`src/scdp_pkg.sv`:
```
/*
 * Shared constants and types for the sample clock and data position block.
 * Assumes one 40 MHz clock domain and software-driven configuration pulses.
 */
package scdp_pkg;

	// sample clock sources
	typedef enum logic [1:0] {
		SRC_INTERNAL = 2'h0,
		SRC_STROBE = 2'h1,
		SRC_FRONT = 2'h2,
		SRC_STAR = 2'h3
	} scdp_src_t;

	// phase-lock reference sources
	typedef enum logic [1:0] {
		REF_NONE = 2'h0,
		REF_FRONT = 2'h1,
		REF_BACKPLANE = 2'h2,
		REF_CARD_TRIG7 = 2'h3
	} scdp_ref_t;

	// data position per channel
	typedef enum logic [1:0] {
		POS_RISE = 2'h0,
		POS_FALL = 2'h1,
		POS_DELAY = 2'h2,
		POS_BAD = 2'h3
	} scdp_pos_t;

	typedef enum logic [2:0] {
		ERR_OK = 3'h0,
		ERR_BUSY = 3'h1,
		ERR_STROBE_GEN = 3'h2,
		ERR_NO_STAR = 3'h3,
		ERR_PARTIAL = 3'h4,
		ERR_NO_REF = 3'h5,
		ERR_UNCOMMIT = 3'h6,
		ERR_RANGE = 3'h7
	} scdp_err_t;

	typedef enum logic [1:0] {
		ST_IDLE = 2'h0,
		ST_LOCKING = 2'h1,
		ST_READY = 2'h2
	} scdp_state_t;

	localparam int RATE_W = 32;
	localparam int DELAY_W = 8;
	localparam int PHASE_W = 9;
	localparam logic [RATE_W-1:0] RST_RATE_KHZ = 32'h0000_1388;
	localparam logic [RATE_W-1:0] BACKPLANE_REF_KHZ = 32'h0000_2710;
	localparam logic [RATE_W-1:0] RST_REF_KHZ = 32'h0000_0000;
	localparam logic [DELAY_W-1:0] RST_DELAY = 8'h00;
	localparam logic [PHASE_W-1:0] RST_PHASE = 9'h000;
	// phase value that stands for one whole sample clock period
	localparam logic [PHASE_W-1:0] PHASE_FULL = 9'h100;

endpackage

```
`src/scdp_chan_pos.sv`:
```
/*
 * One channel's data position register.
 * Assumes load is a one-cycle pulse already checked by the parent.
 */
`timescale 1ns/1ps
module scdp_chan_pos import scdp_pkg::*; (
	input wire logic clk,
	input wire logic arst_n,
	input wire logic load,
	input wire scdp_pos_t sel,
	output scdp_pos_t pos
);

	typedef struct packed {
		scdp_pos_t pos;
	} scdp_cp_t;

	scdp_cp_t s_reg;
	scdp_cp_t s_next;

	always_comb begin
		s_next = s_reg;
		if (load) begin
			s_next.pos = sel;
		end
	end

	always_ff @(posedge clk or negedge arst_n) begin
		if (!arst_n) begin
			s_reg.pos <= POS_RISE;
		end else begin
			s_reg <= s_next;
		end
	end

	assign pos = s_reg.pos;

endmodule

```
`src/scdp_top.sv`:
```
/*
 * Sample clock source, phase-lock reference, data position and sample
 * clock phase trim control, all through plain configuration ports.
 * Assumes request pulses last one cycle and pll_locked is synchronous.
 */
`timescale 1ns/1ps
module scdp_top import scdp_pkg::*; #(
	parameter int NCH = 32,
	parameter logic [RATE_W-1:0] RATE_STEP_KHZ = 32'h0000_03E8,
	parameter logic [RATE_W-1:0] RATE_MIN_KHZ = 32'h0000_03E8,
	parameter logic [RATE_W-1:0] RATE_MAX_KHZ = 32'h0001_86A0
) (
	input wire logic clk,
	input wire logic arst_n,
	input wire logic busy,
	input wire logic acq_mode,
	input wire logic star_slot,
	input wire logic delay_all_family,
	input wire logic pll_locked,
	input wire logic cfg_valid,
	input wire scdp_src_t cfg_src,
	input wire scdp_ref_t cfg_ref,
	input wire logic [RATE_W-1:0] cfg_rate_khz,
	input wire logic [RATE_W-1:0] cfg_ref_rate_khz,
	input wire logic commit,
	input wire logic pos_valid,
	input wire logic [NCH-1:0] pos_mask,
	input wire scdp_pos_t pos_sel,
	input wire logic [DELAY_W-1:0] pos_delay,
	input wire logic adj_valid,
	input wire logic [PHASE_W-1:0] adj_val,
	output scdp_src_t src_applied,
	output scdp_ref_t ref_applied,
	output logic [RATE_W-1:0] rate_applied_khz,
	output logic [RATE_W-1:0] ref_rate_khz,
	output logic [DELAY_W-1:0] delay_frac,
	output logic [PHASE_W-1:0] phase_delay,
	output logic pll_enable,
	output logic hold_data,
	output logic committed,
	output logic delay_jitter,
	output scdp_err_t err_code,
	output logic err_pulse,
	output scdp_pos_t [NCH-1:0] chan_pos
);

	typedef struct packed {
		scdp_state_t state;
		scdp_src_t src;
		scdp_ref_t refc;
		logic [RATE_W-1:0] rate;
		logic [RATE_W-1:0] ref_rate;
		logic [DELAY_W-1:0] delay;
		logic [PHASE_W-1:0] phase;
		logic pll_en;
		logic hold;
		logic committed;
		scdp_err_t err;
		logic err_pulse;
		logic pos_load;
		logic [NCH-1:0] pos_mask;
		scdp_pos_t pos_sel;
		logic jitter;
	} scdp_st_t;

	scdp_st_t s_reg;
	scdp_st_t s_next;
	logic cfg_ok;
	logic pos_ok;
	logic adj_ok;
	logic need_pll;
	logic [RATE_W:0] rate_round;
	logic [RATE_W-1:0] rate_coerced;
	logic [NCH-1:0] delay_chans;

	// nearest supported rate: round to the step grid, then clamp
	always_comb begin
		rate_round = ({1'b0, cfg_rate_khz} + {2'b00, RATE_STEP_KHZ[RATE_W-1:1]});
		rate_round = (rate_round / {1'b0, RATE_STEP_KHZ}) * {1'b0, RATE_STEP_KHZ};
		if (rate_round < {1'b0, RATE_MIN_KHZ}) begin
			rate_coerced = RATE_MIN_KHZ;
		end else if (rate_round > {1'b0, RATE_MAX_KHZ}) begin
			rate_coerced = RATE_MAX_KHZ;
		end else begin
			rate_coerced = rate_round[RATE_W-1:0];
		end
	end

	always_comb begin
		s_next = s_reg;
		s_next.err_pulse = 1'b0;
		s_next.pos_load = 1'b0;
		cfg_ok = 1'b0;
		pos_ok = 1'b0;
		adj_ok = 1'b0;

		if (cfg_valid) begin
			s_next.err_pulse = 1'b1;
			if (busy) begin
				s_next.err = ERR_BUSY;
			end else if (cfg_src == SRC_STROBE && !acq_mode) begin
				s_next.err = ERR_STROBE_GEN;
			end else if (cfg_src == SRC_STAR && !star_slot) begin
				s_next.err = ERR_NO_STAR;
			end else begin
				cfg_ok = 1'b1;
				s_next.err = ERR_OK;
				s_next.src = cfg_src;
				s_next.refc = cfg_ref;
				// external clocks keep the stated rate for bookkeeping only
				s_next.rate = (cfg_src == SRC_INTERNAL) ? rate_coerced : cfg_rate_khz;
				s_next.ref_rate = (cfg_ref == REF_BACKPLANE) ? BACKPLANE_REF_KHZ :
					(cfg_ref == REF_NONE) ? RST_REF_KHZ : cfg_ref_rate_khz;
				// a new clock plan voids the old commit and trim
				s_next.committed = 1'b0;
				s_next.phase = RST_PHASE;
			end
		end else if (commit) begin
			s_next.committed = 1'b1;
		end

		if (pos_valid && !cfg_valid) begin
			s_next.err_pulse = 1'b1;
			if (pos_sel == POS_BAD) begin
				s_next.err = ERR_RANGE;
			end else if (pos_sel == POS_DELAY && delay_all_family && !(&pos_mask)) begin
				s_next.err = ERR_PARTIAL;
			end else begin
				pos_ok = 1'b1;
				s_next.err = ERR_OK;
				s_next.pos_load = 1'b1;
				s_next.pos_mask = pos_mask;
				s_next.pos_sel = pos_sel;
				if (pos_sel == POS_DELAY) begin
					s_next.delay = pos_delay;
				end
			end
		end

		if (adj_valid && !cfg_valid && !pos_valid) begin
			s_next.err_pulse = 1'b1;
			if (s_reg.refc == REF_NONE) begin
				s_next.err = ERR_NO_REF;
			end else if (!s_reg.committed) begin
				s_next.err = ERR_UNCOMMIT;
			end else if (adj_val > PHASE_FULL) begin
				s_next.err = ERR_RANGE;
			end else begin
				adj_ok = 1'b1;
				s_next.err = ERR_OK;
				s_next.phase = adj_val;
			end
		end

		need_pll = (s_next.src == SRC_INTERNAL) && (s_next.refc != REF_NONE);
		s_next.pll_en = need_pll;

		case (s_reg.state)
			ST_IDLE: begin
				s_next.state = need_pll ? ST_LOCKING : ST_READY;
			end
			ST_LOCKING: begin
				if (!need_pll || (pll_locked && !cfg_ok)) begin
					s_next.state = ST_READY;
				end
			end
			ST_READY: begin
				// a fresh plan that needs the PLL or a lost lock sends the data path back on hold
				if (need_pll && (cfg_ok || !pll_locked)) begin
					s_next.state = ST_LOCKING;
				end
			end
			default: begin
				s_next.state = ST_IDLE;
			end
		endcase
		s_next.hold = (s_next.state != ST_READY);
		// flags any channel on the delayed position, which sees more jitter
		s_next.jitter = |delay_chans;
	end

	always_ff @(posedge clk or negedge arst_n) begin
		if (!arst_n) begin
			s_reg.state <= ST_IDLE;
			s_reg.src <= SRC_INTERNAL;
			s_reg.refc <= REF_NONE;
			s_reg.rate <= RST_RATE_KHZ;
			s_reg.ref_rate <= RST_REF_KHZ;
			s_reg.delay <= RST_DELAY;
			s_reg.phase <= RST_PHASE;
			s_reg.pll_en <= 1'b0;
			s_reg.hold <= 1'b1;
			s_reg.committed <= 1'b0;
			s_reg.err <= ERR_OK;
			s_reg.err_pulse <= 1'b0;
			s_reg.pos_load <= 1'b0;
			s_reg.pos_mask <= '0;
			s_reg.pos_sel <= POS_RISE;
			s_reg.jitter <= 1'b0;
		end else begin
			s_reg <= s_next;
		end
	end

	for (genvar i = 0; i < NCH; i++) begin : g_ch
		scdp_chan_pos u_pos (
			.clk(clk),
			.arst_n(arst_n),
			.load(s_reg.pos_load && s_reg.pos_mask[i]),
			.sel(s_reg.pos_sel),
			.pos(chan_pos[i])
		);
		assign delay_chans[i] = (chan_pos[i] == POS_DELAY);
	end

	assign src_applied = s_reg.src;
	assign ref_applied = s_reg.refc;
	assign rate_applied_khz = s_reg.rate;
	assign ref_rate_khz = s_reg.ref_rate;
	assign delay_frac = s_reg.delay;
	assign phase_delay = s_reg.phase;
	assign pll_enable = s_reg.pll_en;
	assign hold_data = s_reg.hold;
	assign committed = s_reg.committed;
	assign err_code = s_reg.err;
	assign err_pulse = s_reg.err_pulse;
	// registered so the flag leaves the block from a flop, one cycle after chan_pos
	assign delay_jitter = s_reg.jitter;
endmodule

```
`config.mk`:
```
export PLATFORM = sky130hd
export DESIGN_NAME = scdp_top
export DESIGN_NICKNAME = d
export VERILOG_FILES = /design/src/scdp_pkg.sv /design/src/scdp_chan_pos.sv /design/src/scdp_top.sv
export SDC_FILE = /design/constraint.sdc
export NUM_CORES = 1
export LEC_CHECK = 0
export ABC_AREA = 1
export BUFFER_PORTS_ARGS = -buffer_cell sky130_fd_sc_hd__buf_4
export CORE_MARGIN = 1.5
export CORE_UTILIZATION = 40
export DETAILED_ROUTE_END_ITERATION = 10
export PLACE_DENSITY = 0.6
export SLEW_MARGIN = 10
export SYNTH_ARGS = -nofsm -noshare
export SYNTH_HDL_FRONTEND = slang
export SYNTH_SLANG_ARGS = --single-unit
```
`constraint.sdc`:
```
create_clock -name clk -period 3.63 [get_ports clk]
set_input_delay 0.5445 -clock clk [delete_from_list [all_inputs] [get_ports clk]]
set_output_delay 0.5445 -clock clk [all_outputs]
set_load 0.05 [all_outputs]
```
Yosys cells after proc, flatten, opt, wreduce, memory -nomap -nowiden --
Index checks and enable logic that the tools add are counted.
Operators by class: shift operators 0, reductions and logical operators 66, divide/modulo/power cells 1, order comparisons 3, eq/ne operators 43, add/subtract/negate cells 1, mux-type cells 43, multiply operators 1, bitwise logic cells 5
Operators by type and width (count):
- 68-bit 2-to-1 mux | 4
- 32-bit 2-to-1 mux | 5
- 2-bit == test, second input constant | 37
- 9-bit 2-to-1 mux | 8
- 35-bit 2-to-1 mux | 2
- 1-bit logical AND | 42
- 39-bit 2-to-1 mux | 1
- 32-bit by 9-bit adder with 33-bit output, second input constant | 1
- 33-bit by 10-bit divider with 33-bit output, second input constant | 1
- 33-bit by 17-bit greater-than comparator with 1-bit output, second input constant | 1
- 33-bit by 10-bit less-than comparator with 1-bit output, second input constant | 1
- 33-bit by 7-bit multiplier with 30-bit output, second input constant | 1
- 32-bit AND reduction | 1
- 32-bit OR reduction | 1
- 3-bit 2-to-1 mux | 5
- 2-bit 2-to-1 mux | 6
- 4-bit AND reduction | 3
- 2-bit zero test | 5
- 9-bit greater-than comparator, second input constant | 1
- 1-bit 2-to-1 mux | 9
- 1-bit zero test | 8
- 4-bit 2-to-1 mux | 2
- 2-bit != test, second input constant | 4
- 2-bit one-hot mux with 3 select lines | 1
- 6 further kinds | 13
Storage, ports and cells: bits in read-only memories 0, latch bits 0, logic and storage cells 211, bits in registers 194, output and inout bits 157, memories 0, memory bits (writable) 0, input bits 130

Depth between registers and ports, before layout --
Gate-level depths: netlist of run 1.
word-level depth 18, gate-level depth with buffers 184, mapped depth without buffers 184

Hierarchy --
A second synthesis of run 1 with hierarchy kept.
Unflattened totals: cells, all modules 2714, area total of the unflattened synthesis 20335.8 µm²
By module, submodules not included:
- scdp_top | instances 1, cells each 2426, seq. area each 3260.6 µm², area each 17893.4 µm²
- scdp_chan_pos | instances 32, cells each 9, seq. area each 50.0 µm², area each 76.3 µm²

Least setup slack after synthesis of run 1 --
OpenSTA, ideal clock, no wires.
kind input to register, start input cfg_rate_khz[2], end register s_reg, in the netlist rate_applied_khz[11], slack -15.330 ns, path buffers 0, setup time 0.119 ns, required time 3.511 ns, stages on the path 160, data arrival time 18.841 ns, cells stage by stage ha_1 > nor2_2 > nand3_2 > nand2_1 > inv_1 > nand2_1 > nand2_2 > nand2_2 > nand2_2 > nand2_4 > nor2_2 > nor2_1 > nand4_1 > a21oi_2 > nand2_1 > xor2_2 > clkinv_4 > a21oi_1 > (+124 left out) > a21oi_1 > o21ai_0 > nand3_1 > nand2_1 > a21oi_1 > inv_1 > a21oi_1 > xor2_1 > nor4_1 > nand4_1 > nor3_1 > nand2_1 > or4_1 > nand2_1 > nor2_1 > inv_1 > o221ai_1 > o21a_1
On the way: cells in the longest elaborated chain, start to end 7, elaborated cells on any way between the ends 8, those cells by class add/sub: 1; mul: 1; div: 1; order compare: 2; mux: 3
Ends and longest elaborated chain:
- from (decl) | line scdp_top.sv:23 | input wire logic [RATE_W-1:0] cfg_rate_khz,
- 32-bit by 9-bit adder with 33-bit output (*) | line scdp_top.sv:78 | rate_round = ({1'b0, cfg_rate_khz} + {2'b00, RATE_STEP_KHZ[RATE_W-1:1]});
- 33-bit by 10-bit divider with 33-bit output (*) | line scdp_top.sv:79 | rate_round = (rate_round / {1'b0, RATE_STEP_KHZ}) * {1'b0, RATE_STEP_KHZ};
- 33-bit by 7-bit multiplier with 30-bit output (*) | line scdp_top.sv:79
- 33-bit by 17-bit greater-than comparator with 1-bit output | line scdp_top.sv:82 | end else if (rate_round > {1'b0, RATE_MAX_KHZ}) begin
- 32-bit 2-to-1 mux | line scdp_top.sv:82
- 32-bit 2-to-1 mux (*) | line scdp_top.sv:80 | if (rate_round < {1'b0, RATE_MIN_KHZ}) begin
- 32-bit 2-to-1 mux (*) | line scdp_top.sv:111 | s_next.rate = (cfg_src == SRC_INTERNAL) ? rate_coerced : cfg_rate_khz;
- to (signal assigned) | line scdp_top.sv:201 | s_reg <= s_next;
- to (decl) | line scdp_top.sv:66 | scdp_st_t s_reg;
Mark *: on every way between the ends. The rest lies on a longest branch, timed or not. A chain may end at the register's enable or synchronous reset.

Final worst setup path of run 1 --
start input cfg_rate_khz[3], end register s_reg, in the netlist rate_applied_khz[11]
Same word-level chain as after synthesis.

==> report_table.html, run 1 <==
<table>
<tr><th>Metric</th><th>Value</th></tr>
<tr><th colspan="2">Run status</th></tr>
<tr><td>Run status</td><td>complete, but fails checks</td></tr>
<tr><td>Failing checks</td><td>setup timing</td></tr>
<tr><th colspan="2">Final layout</th></tr>
<tr><td>Synthesis-to-finish area growth</td><td>45.1%</td></tr>
<tr><td>Post-layout net count</td><td>3560</td></tr>
<tr><td>Count of antenna diodes in the layout</td><td>0</td></tr>
<tr><td>Number of flip-flops in the largest register</td><td>64</td></tr>
<tr><td>Layout cell share with drive strength beyond 1</td><td>0.463</td></tr>
<tr><td>Core occupancy in the finished layout</td><td>0.587</td></tr>
<tr><th colspan="2">Yosys</th></tr>
<tr><td>Count of different cell masters after synthesis</td><td>69</td></tr>
<tr><td>Synthesized area per cell</td><td>7.56 µm²</td></tr>
<tr><td>Post-synth EDFFs</td><td>0</td></tr>
<tr><td>Part of the Yosys area used for sequential elements</td><td>0.253</td></tr>
<tr><td>Most common flop cell mapped by yosys</td><td>sky130_fd_sc_hd__dfrtp_1</td></tr>
<tr><td>Proportion of synthesized flip-flops having asynchronous set or reset</td><td>1.00</td></tr>
<tr><td>Total number of yosys warnings</td><td>0</td></tr>
<tr><td>Synthesized instance count</td><td>2545</td></tr>
<tr><td>Seq cells post-synth</td><td>194</td></tr>
<tr><td>Post-Syn Area</td><td>0.0192 mm²</td></tr>
<tr><th colspan="2">STA</th></tr>
<tr><td>Crit path setup slack, layout</td><td>-15.41 ns</td></tr>
<tr><td>Final count of hold timing violations</td><td>0</td></tr>
<tr><td>Worst slew margin relative to its limit</td><td>0.126</td></tr>
<tr><td>Max-slew violations</td><td>0</td></tr>
<tr><td>Count of endpoints failing setup in the final report</td><td>14</td></tr>
<tr><td>Setup clock skew after layout</td><td>0.0173 ns</td></tr>
<tr><td>Portion of the clock cycle consumed by the worst path in the final layout</td><td>5.25</td></tr>
<tr><td>RSZ-0062 raised after global routing</td><td>true</td></tr>
<tr><td>Maximum clock frequency</td><td>52.5 MHz</td></tr>
<tr><td>Transition time of the tightest slew-check pin</td><td>1.31 ns</td></tr>
<tr><td>Hold slack final</td><td>0.204 ns</td></tr>
<tr><td>Minimum period implied by the final worst setup slack</td><td>19.04 ns</td></tr>
<tr><th colspan="2">CTS</th></tr>
<tr><td>Clock Tree Buf Depth</td><td>2</td></tr>
<tr><td>TritonCTS clock tree</td><td>done</td></tr>
<tr><td>Master cell of the clock root buffer</td><td>sky130_fd_sc_hd__clkbuf_16</td></tr>
<tr><td>Clock latency of the later-clocked register in the worst-skew pair</td><td>0.44 ns</td></tr>
<tr><td>Clock buffer count from CTS</td><td>17</td></tr>
<tr><td>Clock transition at the register clock pins on the worst setup and hold paths after CTS</td><td>0.08 ns</td></tr>
<tr><td>Clk sink count</td><td>194</td></tr>
<tr><td>Count of hold-fix buffers inserted at cts</td><td>0</td></tr>
<tr><td>Number of levels in the clock H-tree</td><td>4</td></tr>
<tr><th colspan="2">Setup path</th></tr>
<tr><td>Worst-path maximum fanout</td><td>8</td></tr>
<tr><td>Worst path slowest cell</td><td>sky130_fd_sc_hd__fa_1</td></tr>
<tr><td>Kind of end point of the critical path</td><td>register</td></tr>
<tr><td>Largest stage delay on the critical path</td><td>0.56 ns</td></tr>
<tr><td>Most frequent cell on the critical path</td><td>sky130_fd_sc_hd__nand2_4</td></tr>
<tr><td>Arrival time reported for the critical path endpoint</td><td>19.38 ns</td></tr>
<tr><td>Critical path class</td><td>in -&gt; reg</td></tr>
<tr><td>Worst reg-to-reg path cell count</td><td>5</td></tr>
<tr><td>Kind of start point of the critical path</td><td>primary input</td></tr>
<tr><td>Data required, critical path</td><td>3.96 ns</td></tr>
<tr><th colspan="2">Global routing</th></tr>
<tr><td>First-pass GRT wire length</td><td>97200 µm</td></tr>
<tr><td>Vias in the first global route</td><td>19400</td></tr>
<tr><td>Number of antenna violations at the first check in global routing</td><td>0</td></tr>
<tr><td>Maximum number of pins on one net before global-route repair</td><td>101</td></tr>
<tr><td>Final global-route overflow total</td><td>0</td></tr>
<tr><td>Global-route usage over all layers</td><td>0.240</td></tr>
<tr><th colspan="2">Place</th></tr>
<tr><td>Post-DP HPWL</td><td>47000 µm</td></tr>
<tr><td>Placer's final routability congestion estimate</td><td>0.905</td></tr>
<tr><td>Port Buf Inserts</td><td>286</td></tr>
<tr><td>Post-placement worst setup slack</td><td>-15.92 ns</td></tr>
<tr><th colspan="2">Worst hold path</th></tr>
<tr><td>Worst hold path type</td><td>in -&gt; async</td></tr>
<tr><th colspan="2">Detailed routing</th></tr>
<tr><td>Detailed-router iteration count before antenna repair</td><td>5</td></tr>
<tr><td>Number of DRC markers in iteration 0</td><td>871</td></tr>
<tr><td>Vias post-DR</td><td>19100</td></tr>
<tr><td>Wirelength per Cell</td><td>15.4 µm</td></tr>
<tr><td>Overall routed net length</td><td>60100 µm</td></tr>
<tr><td>Vias per inst</td><td>4.90</td></tr>
<tr><td>ANT nets after route</td><td>0</td></tr>
<tr><td>Detailed-route DRC error count</td><td>0</td></tr>
<tr><th colspan="2">Floorplanning</th></tr>
<tr><td>Effective utilization at floorplan</td><td>0.404</td></tr>
<tr><td>Vertical die dimension</td><td>222 µm</td></tr>
<tr><td>Floorplan die width</td><td>222 µm</td></tr>
<tr><td>Top-Level Pins</td><td>287</td></tr>
<tr><td>Num rows</td><td>80</td></tr>
<tr><td>Die area</td><td>0.0494 mm²</td></tr>
<tr><td>Standard cell core area</td><td>0.0475 mm²</td></tr>
<tr><th colspan="2">Job</th></tr>
<tr><td>Max cap viols</td><td>0</td></tr>
</table>
[worst max-delay path, delay by kind of cell]
family / cells / cell delay, ns
buffers and inverters: 35 / 3.48
xor gates and xnor gates: 3 / 0.57
AOI/OAI and AO/OA: 20 / 2.82
and+or+nand+nor: 95 / 9.50
adders and majority gates: 6 / 2.38
[cells in the final DEF, fill, tap and decap left out, types with 10 or more instances in the layout]
master	n
sky130_fd_sc_hd__a21oi_1	36
sky130_fd_sc_hd__a21oi_2	23
sky130_fd_sc_hd__buf_4	812
sky130_fd_sc_hd__buf_6	10
sky130_fd_sc_hd__clkbuf_16	17
sky130_fd_sc_hd__dfrtp_1	188
sky130_fd_sc_hd__fa_1	86
sky130_fd_sc_hd__ha_1	67
sky130_fd_sc_hd__inv_1	347
sky130_fd_sc_hd__inv_2	57
sky130_fd_sc_hd__inv_4	19
sky130_fd_sc_hd__mux2_2	40
sky130_fd_sc_hd__nand2_1	509
sky130_fd_sc_hd__nand2_2	131
sky130_fd_sc_hd__nand2_4	98
sky130_fd_sc_hd__nand2_8	11
sky130_fd_sc_hd__nand3_1	127
sky130_fd_sc_hd__nand3_2	62
sky130_fd_sc_hd__nand3_4	39
sky130_fd_sc_hd__nand4_1	28
sky130_fd_sc_hd__nor2_1	77
sky130_fd_sc_hd__nor2_2	43
sky130_fd_sc_hd__nor2_4	46
sky130_fd_sc_hd__nor3_1	10
sky130_fd_sc_hd__o211ai_1	12
sky130_fd_sc_hd__o21ai_0	97
sky130_fd_sc_hd__o21ai_1	31
sky130_fd_sc_hd__o21ai_2	29
sky130_fd_sc_hd__o31ai_1	12
sky130_fd_sc_hd__xnor2_1	21
sky130_fd_sc_hd__xor2_1	47
[through the flow]
step | cell area [µm²] | instances | TNS [ns]
after global routing | 27900 | 3903 | -231.91
after floorplan | 19800 | 2549 | -194.05
final | 27900 | 3903 | -213.35
after global placement | 25100 | 3754 | -216.72
after detailed placement | 25100 | 3754 | -220.79
after CTS | 27100 | 3876 | -209.13
[path summary, 6_finish.rpt]
check / start / to / slack [ns]
worst max register to register: ref_applied[1] / phase_delay[4] / 1.57
worst max-delay path: cfg_rate_khz[3] / rate_applied_khz[11] / -15.41
min in group clk: adj_val[6] / phase_delay[6] / 0.32
worst min-delay path: arst_n / err_pulse / 0.20
worst min register to register: rate_applied_khz[3] / rate_applied_khz[3] / 0.47
max in group asynchronous: arst_n / hold_data / 2.48
[synth_stat cells (all sizes together) (4+ instances only)]
library cell | instances | area share
nand2 | 748 | 0.18
inv | 423 | 0.083
nand3 | 228 | 0.075
dfrtp | 188 | 0.24
nor2 | 167 | 0.045
o21ai | 165 | 0.046
buf | 91 | 0.035
fa | 86 | 0.090
ha | 69 | 0.045
a21oi | 64 | 0.019
xor2 | 53 | 0.025
mux2 | 40 | 0.023
clkbuf | 32 | 0.0073
nand4 | 31 | 0.012
xnor2 | 21 | 0.0096
clkinv | 14 | 0.0031
nor3 | 14 | 0.0044
o21bai | 14 | 0.0088
o211ai | 13 | 0.0053
o31ai | 13 | 0.0051
nand3b | 8 | 0.0031
o22ai | 8 | 0.0026
a2bb2oi | 6 | 0.0027
dfstp | 6 | 0.0082
nor4 | 6 | 0.0020
a21o | 5 | 0.0020
and2 | 4 | 0.0015
[routing by layer]
metal,GRT usage,vias up,wire length [µm]
li1,-,9422,-
met1,0.299,9186,25500
met2,0.436,421,30800
met3,0.0296,85,2270
met4,0.0623,0,1510
met5,0,-,0
[cell type report]
cell class,instances,area [µm²]
fill,4231,19700
sequential,194,4860
timing repair buffer,829,6330
clock inverter,14,173
tap,615,769
multi-input combinational,1793,13600
clock buffer,18,429
inverter,440,1770
[what timing repair did]
action | 4_1_cts | 5_1_grt
gates resized for setup | 155 | 156
endpoints found under the setup margin | 14 | 14
gates cloned | 1 | 0
buffers inserted | 89 | 33
pin swaps | 67 | 58
[logic make-up (layout without fill, tap and decap cells)]
| logic type | Yosys count | after routing | share of synthesized area |
|---|---|---|---|
| and+or+nand+nor | 1211 | 1212 | 0.325 |
| buffers and inverters | 563 | 1301 | 0.132 |
| AOI/OAI and AO/OA | 306 | 306 | 0.0984 |
| DFF | 194 | 194 | 0.253 |
| adders and majority gates | 155 | 155 | 0.134 |
| xor gates and xnor gates | 74 | 74 | 0.0341 |
| muxes | 40 | 40 | 0.0234 |
| other | 2 | 6 | 0.000391 |
Power of run 1 is not shown: default switching activity piles up to over one toggle a cycle in this logic, so the estimate is an artifact.
==> inputs of run 2 (changes only) <==
Settings changed: SYNTH_HIERARCHICAL set to 1, TNS_END_PERCENT set to 10.
==> run 2 against run 1 <==
  * Via count grew 1.5%
  * The run still ends with setup timing left
  * Sequential cell count is the same
  * Critical path type unchanged
  * Highest routed layer unchanged
  * Global-route usage shrank 0.98 points
  * Critical endpoint is now rate_applied_khz[12]
  * Die area grew 5.7%
==> report_table.html, run 2 <==
<table>
<tr><th>Metric</th><th>Value</th></tr>
<tr><th colspan="2">Run status</th></tr>
<tr><td>Run status</td><td>complete, but fails checks (unchanged)</td></tr>
<tr><td>Failing checks</td><td>setup timing (unchanged)</td></tr>
<tr><th colspan="2">Detailed routing</th></tr>
<tr><td>Vias post-DR</td><td>19400 (was 19100)</td></tr>
<tr><td>Detailed-router iteration count before antenna repair</td><td>5 (unchanged)</td></tr>
<tr><td>Detailed-route DRC error count</td><td>0 (unchanged)</td></tr>
<tr><td>Vias per inst</td><td>4.75 (was 4.90)</td></tr>
<tr><td>Wirelength per Cell</td><td>14.8 µm (was 15.4 µm)</td></tr>
<tr><td>ANT nets after route</td><td>0 (unchanged)</td></tr>
<tr><td>Overall routed net length</td><td>60500 µm (was 60100 µm)</td></tr>
<tr><td>Number of DRC markers in iteration 0</td><td>978 (was 871)</td></tr>
<tr><th colspan="2">Yosys</th></tr>
<tr><td>Portion of synthesized cell area occupied by the leading cell type</td><td>0.231 (was 0.245)</td></tr>
<tr><td>Proportion of synthesized flip-flops having asynchronous set or reset</td><td>1.00 (unchanged)</td></tr>
<tr><td>Most common cell in the netlist</td><td>sky130_fd_sc_hd__nand2_1 (unchanged)</td></tr>
<tr><td>Part of the Yosys area used for sequential elements</td><td>0.239 (was 0.253)</td></tr>
<tr><td>Xor and xnor area share after synthesis</td><td>0.0345 (was 0.0341)</td></tr>
<tr><td>Most frequent cells after synthesis</td><td>sky130_fd_sc_hd__nand2_1, sky130_fd_sc_hd__inv_1, sky130_fd_sc_hd__nand3_1 (was sky130_fd_sc_hd__nand2_1, sky130_fd_sc_hd__inv_1, sky130_fd_sc_hd__dfrtp_1)</td></tr>
<tr><td>Post-Syn Area</td><td>0.0203 mm² (was 0.0192 mm²)</td></tr>
<tr><td>Synthesized area per cell</td><td>7.49 µm² (was 7.56 µm²)</td></tr>
<tr><td>Compound-cell area share of the yosys netlist</td><td>0.0812 (was 0.0984)</td></tr>
<tr><td>Count of different cell masters after synthesis</td><td>69 (unchanged)</td></tr>
<tr><td>Adder-cell area share of the yosys netlist</td><td>0.127 (was 0.134)</td></tr>
<tr><td>Post-synth EDFFs</td><td>0 (unchanged)</td></tr>
<tr><td>Synthesized instance count</td><td>2714 (was 2545)</td></tr>
<tr><td>Seq cells post-synth</td><td>194 (unchanged)</td></tr>
<tr><td>Proportion of synthesized area in mux cells</td><td>0.0227 (was 0.0234)</td></tr>
<tr><td>Largest family of logic cells by synthesized area</td><td>simple AND/OR/NAND/NOR gates (unchanged)</td></tr>
<tr><td>Most common flop cell mapped by yosys</td><td>sky130_fd_sc_hd__dfrtp_1 (unchanged)</td></tr>
<tr><td>Synth area leader</td><td>sky130_fd_sc_hd__dfrtp_1 (unchanged)</td></tr>
<tr><td>Total number of yosys warnings</td><td>6 (was 0)</td></tr>
<tr><td>Area share of and/or/nand/nor cells after synthesis</td><td>0.360 (was 0.325)</td></tr>
<tr><td>Area contributors post-synth</td><td>sky130_fd_sc_hd__dfrtp_1, sky130_fd_sc_hd__nand2_1, sky130_fd_sc_hd__fa_1 (unchanged)</td></tr>
<tr><th colspan="2">Global routing</th></tr>
<tr><td>Number of antenna violations at the first check in global routing</td><td>3 (was 0)</td></tr>
<tr><td>Met2 Resource Use GR</td><td>0.407 (was 0.436)</td></tr>
<tr><td>Maximum number of pins on one net before global-route repair</td><td>108 (was 101)</td></tr>
<tr><td>First-pass GRT wire length</td><td>98000 µm (was 97200 µm)</td></tr>
<tr><td>GR Layer Usage met3</td><td>0.0319 (was 0.0296)</td></tr>
<tr><td>Global-route usage over all layers</td><td>0.230 (was 0.240)</td></tr>
<tr><td>Layer with the highest usage after global routing</td><td>met2 (unchanged)</td></tr>
<tr><td>Final global-route overflow total</td><td>0 (unchanged)</td></tr>
<tr><td>GR met1 Demand/Resource</td><td>0.293 (was 0.299)</td></tr>
<tr><td>Vias in the first global route</td><td>19200 (was 19400)</td></tr>
<tr><th colspan="2">Setup path</th></tr>
<tr><td>Worst path slowest cell</td><td>sky130_fd_sc_hd__fa_2 (was sky130_fd_sc_hd__fa_1)</td></tr>
<tr><td>Critical path class</td><td>in -&gt; reg (unchanged)</td></tr>
<tr><td>Worst-path maximum fanout</td><td>7 (was 8)</td></tr>
<tr><td>Arrival time reported for the critical path endpoint</td><td>18.75 ns (was 19.38 ns)</td></tr>
<tr><td>Kind of end point of the critical path</td><td>register (unchanged)</td></tr>
<tr><td>Data required, critical path</td><td>4.00 ns (was 3.96 ns)</td></tr>
<tr><td>Kind of start point of the critical path</td><td>primary input (unchanged)</td></tr>
<tr><td>Worst reg-to-reg path cell count</td><td>5 (unchanged)</td></tr>
<tr><td>Largest stage delay on the critical path</td><td>0.54 ns (was 0.56 ns)</td></tr>
<tr><th colspan="2">Final layout</th></tr>
<tr><td>Fill cell count</td><td>4725 (was 4231)</td></tr>
<tr><td>Area occupied by registers</td><td>0.00486 mm² (unchanged)</td></tr>
<tr><td>Number of flip-flops in the largest register</td><td>64 (unchanged)</td></tr>
<tr><td>Layout cell share with drive strength beyond 1</td><td>0.397 (was 0.463)</td></tr>
<tr><td>Total area of multi-input combinational cells</td><td>0.0132 mm² (was 0.0136 mm²)</td></tr>
<tr><td>Final cell count without fillers</td><td>4083 (was 3903)</td></tr>
<tr><td>Commonest non-fill, non-tap cell in the layout</td><td>sky130_fd_sc_hd__buf_4 (unchanged)</td></tr>
<tr><td>Leading cell types in the layout, fill and taps excluded</td><td>sky130_fd_sc_hd__buf_4, sky130_fd_sc_hd__nand2_1, sky130_fd_sc_hd__inv_1 (unchanged)</td></tr>
<tr><td>Design Area, Final</td><td>0.0274 mm² (was 0.0279 mm²)</td></tr>
<tr><td>Post-layout net count</td><td>3681 (was 3560)</td></tr>
<tr><td>Synthesis-to-finish area growth</td><td>34.6% (was 45.1%)</td></tr>
<tr><th colspan="2">Floorplanning</th></tr>
<tr><td>Vertical die dimension</td><td>228 µm (was 222 µm)</td></tr>
<tr><td>Top-Level Pins</td><td>287 (unchanged)</td></tr>
<tr><td>Floorplan die width</td><td>228 µm (was 222 µm)</td></tr>
<tr><td>Standard cell core area</td><td>0.0502 mm² (was 0.0475 mm²)</td></tr>
<tr><td>Die area</td><td>0.0522 mm² (was 0.0494 mm²)</td></tr>
<tr><td>Num rows</td><td>82 (was 80)</td></tr>
<tr><td>Effective utilization at floorplan</td><td>0.405 (was 0.404)</td></tr>
<tr><th colspan="2">Place</th></tr>
<tr><td>Post-DP HPWL</td><td>50600 µm (was 47000 µm)</td></tr>
<tr><td>Port Buf Inserts</td><td>286 (unchanged)</td></tr>
<tr><td>Cells after DPL</td><td>4019 (was 3754)</td></tr>
<tr><td>Placer's final routability congestion estimate</td><td>0.911 (was 0.905)</td></tr>
<tr><td>Placed instance area</td><td>0.0261 mm² (was 0.0251 mm²)</td></tr>
<tr><th colspan="2">CTS</th></tr>
<tr><td>TritonCTS clock tree</td><td>done (unchanged)</td></tr>
<tr><td>Clock latency of the later-clocked register in the worst-skew pair</td><td>0.45 ns (was 0.44 ns)</td></tr>
<tr><td>Clock transition at the register clock pins on the worst setup and hold paths after CTS</td><td>0.08 ns (about the same)</td></tr>
<tr><td>Clock buffer count from CTS</td><td>17 (unchanged)</td></tr>
<tr><td>Number of levels in the clock H-tree</td><td>4 (unchanged)</td></tr>
<tr><td>Master cell of the clock root buffer</td><td>sky130_fd_sc_hd__clkbuf_16 (unchanged)</td></tr>
<tr><td>Clk sink count</td><td>194 (unchanged)</td></tr>
<tr><td>Count of hold-fix buffers inserted at cts</td><td>0 (unchanged)</td></tr>
<tr><td>Clock Tree Buf Depth</td><td>2 (unchanged)</td></tr>
<tr><th colspan="2">STA</th></tr>
<tr><td>Transition time of the tightest slew-check pin</td><td>1.17 ns (was 1.31 ns)</td></tr>
<tr><td>Worst slew margin relative to its limit</td><td>0.220 (was 0.126)</td></tr>
<tr><td>RSZ-0062 raised after global routing</td><td>true (unchanged)</td></tr>
<tr><td>Minimum period implied by the final worst setup slack</td><td>18.38 ns (was 19.04 ns)</td></tr>
<tr><td>Final count of hold timing violations</td><td>0 (unchanged)</td></tr>
<tr><td>Count of endpoints failing setup in the final report</td><td>14 (unchanged)</td></tr>
<tr><td>Setup clock skew after layout</td><td>0.0151 ns (was 0.0173 ns)</td></tr>
<tr><td>Setup TNS Final</td><td>-205.55 ns (was -213.35 ns)</td></tr>
<tr><td>Portion of the clock cycle consumed by the worst path in the final layout</td><td>5.06 (was 5.25)</td></tr>
<tr><td>Crit path setup slack, layout</td><td>-14.75 ns (was -15.41 ns)</td></tr>
<tr><td>Maximum clock frequency</td><td>54.4 MHz (was 52.5 MHz)</td></tr>
<tr><td>Max-slew violations</td><td>0 (unchanged)</td></tr>
<tr><td>Hold slack final</td><td>0.227 ns (was 0.204 ns)</td></tr>
<tr><th colspan="2">Worst hold path</th></tr>
<tr><td>Worst hold path type</td><td>in -&gt; async (unchanged)</td></tr>
<tr><th colspan="2">Job</th></tr>
<tr><td>Max cap viols</td><td>0 (unchanged)</td></tr>
</table>
## run 2: worst max-delay path, delay by kind of cell
kind                     cells  cell delay [ns]
AO/OA/AOI/OAI               23             3.35
AND/OR/NAND/NOR            101            10.03
buffers and inverters       26             2.17
XOR/XNOR                     1             0.14
adder cells (fa/ha/maj)      6             2.46
## run 2: metrics by stage
step | utilization | setup WS [ns]
after floorplan | - | -14.09
after global placement | 0.520 | -15.36
after detailed placement | 0.520 | -16.01
after CTS | 0.541 | -14.67
after global routing | 0.546 | -16.36
final | 0.546 | -14.75
## run 2: kinds of logic after synthesis
kind of cell               Yosys count
AOI/OAI and AO/OA                  236
xor gates and xnor gates            77
adders and majority gates          155
buffers and inverters              621
DFF                                194
muxes                               41
other                                2
and+or+nand+nor                   1388
## run 2: what timing repair did
| action | 4_1_cts | 5_1_grt |
|---|---|---|
| buffers inserted | 23 | 6 |
| resized for setup | 56 | 44 |
| pin swaps | 44 | 28 |
| cloned | 0 | 1 |
| endpoints found under the setup margin | 14 | 14 |
## run 2: layer usage
| metal | part of all wire | vias up |
|---|---|---|
| li1 | - | 9762 |
| met1 | 0.44 | 9188 |
| met2 | 0.50 | 407 |
| met3 | 0.045 | 49 |
| met4 | 0.020 | 0 |
| met5 | 0 | - |
## run 2: worst paths after layout
path | from | end | slack (ns)
worst max-delay path | cfg_rate_khz[2] | rate_applied_khz[12] | -14.75
worst min-delay path | arst_n | g_ch[20].u_pos/pos[0] | 0.23
worst max register to register | s_reg[35] | g_ch[17].u_pos/pos[1] | 1.88
worst min register to register | s_reg[128] | s_reg[128] | 0.47
max in group asynchronous | arst_n | rate_applied_khz[8] | 2.55
min in group clk | cfg_rate_khz[1] | rate_applied_khz[1] | 0.32
## run 2: final cells by class
type	count	share of cell area
multi-input combinational	1904	0.483
timing repair buffer	775	0.214
sequential	194	0.178
inverter	504	0.0720
tap	672	0.0307
clock buffer	17	0.0155
clock inverter	14	0.00677
antenna	3	0.000274
Power of run 2 is left out for the same reason.
==> inputs of run 3 (changes only) <==
Settings changed: CELL_PAD_IN_SITES_DETAIL_PLACEMENT set to 1, CELL_PAD_IN_SITES_GLOBAL_PLACEMENT set to 2, CORE_UTILIZATION 40 to 37, CTS_CLUSTER_SIZE set to 10, PLACE_DENSITY 0.6 to 0.89.
==> run 3 against run 2 <==
  * The flow still finishes with violations (setup timing)
  * Maximum frequency is 5.5% lower
  * Setup slack worse by 1.1 ns
  * Die area is 8.0% higher
  * Critical endpoint unchanged
==> report_table.html, run 3 (synthesis gave the netlist of run 2 again) <==
<table>
<tr><th>Metric</th><th>Value</th></tr>
<tr><th colspan="2">Place</th></tr>
<tr><td>Post-DP HPWL</td><td>60800 µm (was 50600 µm)</td></tr>
<tr><td>Post-placement worst setup slack</td><td>-16.60 ns (was -16.01 ns)</td></tr>
<tr><td>Placer's final routability congestion estimate</td><td>0.890 (was 0.911)</td></tr>
<tr><td>Port Buf Inserts</td><td>286 (unchanged)</td></tr>
<tr><th colspan="2">STA</th></tr>
<tr><td>Final count of hold timing violations</td><td>0 (unchanged)</td></tr>
<tr><td>Count of endpoints failing setup in the final report</td><td>14 (unchanged)</td></tr>
<tr><td>Worst slew margin relative to its limit</td><td>0.389 (was 0.220)</td></tr>
<tr><td>Crit path setup slack, layout</td><td>-15.83 ns (was -14.75 ns)</td></tr>
<tr><td>Maximum clock frequency</td><td>51.4 MHz (was 54.4 MHz)</td></tr>
<tr><td>Minimum period implied by the final worst setup slack</td><td>19.46 ns (was 18.38 ns)</td></tr>
<tr><td>Hold slack final</td><td>0.162 ns (was 0.227 ns)</td></tr>
<tr><td>Portion of the clock cycle consumed by the worst path in the final layout</td><td>5.36 (was 5.06)</td></tr>
<tr><td>Max-slew violations</td><td>0 (unchanged)</td></tr>
<tr><td>RSZ-0062 raised after global routing</td><td>true (unchanged)</td></tr>
<tr><td>Setup clock skew after layout</td><td>0.0135 ns (was 0.0151 ns)</td></tr>
<tr><td>Transition time of the tightest slew-check pin</td><td>0.917 ns (was 1.17 ns)</td></tr>
<tr><th colspan="2">CTS</th></tr>
<tr><td>Clock latency of the later-clocked register in the worst-skew pair</td><td>0.45 ns (about the same)</td></tr>
<tr><td>Master cell of the clock root buffer</td><td>sky130_fd_sc_hd__clkbuf_16 (unchanged)</td></tr>
<tr><td>Number of levels in the clock H-tree</td><td>4 (unchanged)</td></tr>
<tr><td>Clock transition at the register clock pins on the worst setup and hold paths after CTS</td><td>0.07 ns (was 0.08 ns)</td></tr>
<tr><td>TritonCTS clock tree</td><td>done (unchanged)</td></tr>
<tr><td>Clock Tree Buf Depth</td><td>2 (unchanged)</td></tr>
<tr><td>Clk sink count</td><td>194 (unchanged)</td></tr>
<tr><td>Clock buffer count from CTS</td><td>17 (unchanged)</td></tr>
<tr><th colspan="2">Detailed routing</th></tr>
<tr><td>Vias post-DR</td><td>20600 (was 19400)</td></tr>
<tr><td>Wirelength per Cell</td><td>18.2 µm (was 14.8 µm)</td></tr>
<tr><td>Number of DRC markers in iteration 0</td><td>608 (was 978)</td></tr>
<tr><td>Detailed-router iteration count before antenna repair</td><td>4 (was 5)</td></tr>
<tr><td>ANT nets after route</td><td>0 (unchanged)</td></tr>
<tr><td>Vias per inst</td><td>4.92 (was 4.75)</td></tr>
<tr><td>Detailed-route DRC error count</td><td>0 (unchanged)</td></tr>
<tr><td>Overall routed net length</td><td>76300 µm (was 60500 µm)</td></tr>
<tr><th colspan="2">Global routing</th></tr>
<tr><td>Maximum number of pins on one net before global-route repair</td><td>109 (was 108)</td></tr>
<tr><td>Global-route usage over all layers</td><td>0.255 (was 0.230)</td></tr>
<tr><td>Final global-route overflow total</td><td>0 (unchanged)</td></tr>
<tr><td>First-pass GRT wire length</td><td>116000 µm (was 98000 µm)</td></tr>
<tr><td>Number of antenna violations at the first check in global routing</td><td>13 (was 3)</td></tr>
<tr><td>Vias in the first global route</td><td>22000 (was 19200)</td></tr>
<tr><th colspan="2">Final layout</th></tr>
<tr><td>Number of flip-flops in the largest register</td><td>64 (unchanged)</td></tr>
<tr><td>Synthesis-to-finish area growth</td><td>42.0% (was 34.6%)</td></tr>
<tr><td>Leading cell types in the layout, fill and taps excluded</td><td>sky130_fd_sc_hd__buf_4, sky130_fd_sc_hd__nand2_1, sky130_fd_sc_hd__inv_1 (unchanged)</td></tr>
<tr><td>Fill cell count</td><td>6648 (was 4725)</td></tr>
<tr><td>Post-layout net count</td><td>3762 (was 3681)</td></tr>
<tr><td>Commonest non-fill, non-tap cell in the layout</td><td>sky130_fd_sc_hd__buf_4 (unchanged)</td></tr>
<tr><td>Layout cell share with drive strength beyond 1</td><td>0.450 (was 0.397)</td></tr>
<tr><th colspan="2">Setup path</th></tr>
<tr><td>Data required, critical path</td><td>4.00 ns (about the same)</td></tr>
<tr><td>Worst reg-to-reg path cell count</td><td>4 (was 5)</td></tr>
<tr><td>Critical path class</td><td>in -&gt; reg (unchanged)</td></tr>
<tr><td>Largest stage delay on the critical path</td><td>0.54 ns (about the same)</td></tr>
<tr><td>Arrival time reported for the critical path endpoint</td><td>19.83 ns (was 18.75 ns)</td></tr>
<tr><td>Worst-path maximum fanout</td><td>8 (was 7)</td></tr>
<tr><td>Kind of end point of the critical path</td><td>register (unchanged)</td></tr>
<tr><td>Kind of start point of the critical path</td><td>primary input (unchanged)</td></tr>
<tr><td>Worst path slowest cell</td><td>sky130_fd_sc_hd__fa_2 (unchanged)</td></tr>
<tr><td>Most frequent cell on the critical path</td><td>sky130_fd_sc_hd__nand2_2</td></tr>
<tr><th colspan="2">Floorplanning</th></tr>
<tr><td>Vertical die dimension</td><td>237 µm (was 228 µm)</td></tr>
<tr><td>Standard cell core area</td><td>0.0540 mm² (was 0.0502 mm²)</td></tr>
<tr><td>Num rows</td><td>85 (was 82)</td></tr>
<tr><td>Die area</td><td>0.0564 mm² (was 0.0522 mm²)</td></tr>
<tr><td>Floorplan die width</td><td>237 µm (was 228 µm)</td></tr>
<tr><td>Top-Level Pins</td><td>287 (unchanged)</td></tr>
<tr><td>Effective utilization at floorplan</td><td>0.376 (was 0.405)</td></tr>
<tr><th colspan="2">Job</th></tr>
<tr><td>Max cap viols</td><td>0 (unchanged)</td></tr>
<tr><th colspan="2">Run status</th></tr>
<tr><td>Failing checks</td><td>setup timing (unchanged)</td></tr>
<tr><td>Run status</td><td>complete, but fails checks (unchanged)</td></tr>
<tr><th colspan="2">Worst hold path</th></tr>
<tr><td>Worst hold path type</td><td>in -&gt; async (unchanged)</td></tr>
</table>
-- run 3: changes by cell type in the layout (fill, tap and decap cells not counted), moves of 17 or more --
cell	before	now
sky130_fd_sc_hd__nand3_1	175	140
sky130_fd_sc_hd__nand2_1	681	639
sky130_fd_sc_hd__nand2_4	67	84
sky130_fd_sc_hd__buf_4	771	850
sky130_fd_sc_hd__nand3_4	21	40
sky130_fd_sc_hd__nand2_2	119	139
-- run 3: final timing paths --
| check | from | end | slack (ns) |
|---|---|---|---|
| setup / recovery | cfg_rate_khz[3] | rate_applied_khz[12] | -15.83 |
| hold / removal | arst_n | g_ch[25].u_pos/pos[0] | 0.16 |
| setup reg to reg | g_ch[0].u_pos/pos[1] | delay_jitter | 1.97 |
| hold reg to reg | rate_applied_khz[3] | rate_applied_khz[3] | 0.47 |
| max in group asynchronous | arst_n | err_pulse | 2.43 |
| min in group clk | commit | committed | 0.31 |
-- run 3: timing repair --
action | CTS | global route
buffers inserted | 17 | 73
endpoints found under the setup margin | 14 | 14
pin swaps | 37 | 186
hold buffers | 0 | 0
gates resized for setup | 59 | 254
-- run 3: cell type report --
cell class / count / area [µm²] / share of cell area
Multi-Input combinational cell: 1903 / 14100 / 0.488
Timing Repair Buffer: 857 / 6470 / 0.224
Sequential cell: 194 / 4860 / 0.168
Inverter: 504 / 1990 / 0.0690
Tap cell: 696 / 871 / 0.0302
Clock buffer: 20 / 457 / 0.0158
Clock inverter: 12 / 124 / 0.00429
Antenna cell: 9 / 22.5 / 0.000780
-- run 3: metrics by stage --
| stage | utilization | instance area [µm²] | cells | setup TNS (ns) |
|---|---|---|---|---|
| 2_1_floorplan | - | 20400 | 2718 | -194.80 |
| 3_3_place_gp | 0.486 | 26200 | 4063 | -214.36 |
| 3_5_place_dp | 0.486 | 26200 | 4063 | -229.90 |
| 4_1_cts | 0.504 | 27200 | 4112 | -215.62 |
| 5_1_grt | 0.534 | 28900 | 4194 | -240.47 |
| 6_report | 0.534 | 28900 | 4195 | -220.34 |
-- run 3: critical path: cells and delay by family --
kind	cells	cell delay, ns
and+or+nand+nor	103	10.84
AOI/OAI and AO/OA	20	3.12
adders and majority gates	6	2.52
buffers and inverters	22	2.11
xor gates and xnor gates	3	0.63
-- run 3: layer usage --
layer | up-vias | part of all wire | GRT usage
met4 | 8 | 0.024 | 0.0703
met3 | 92 | 0.040 | 0.0420
met5 | - | 0.00058 | 0
met1 | 10300 | 0.40 | 0.304
li1 | 9920 | - | -
met2 | 324 | 0.53 | 0.471
Power of run 3 is left out for the same reason.
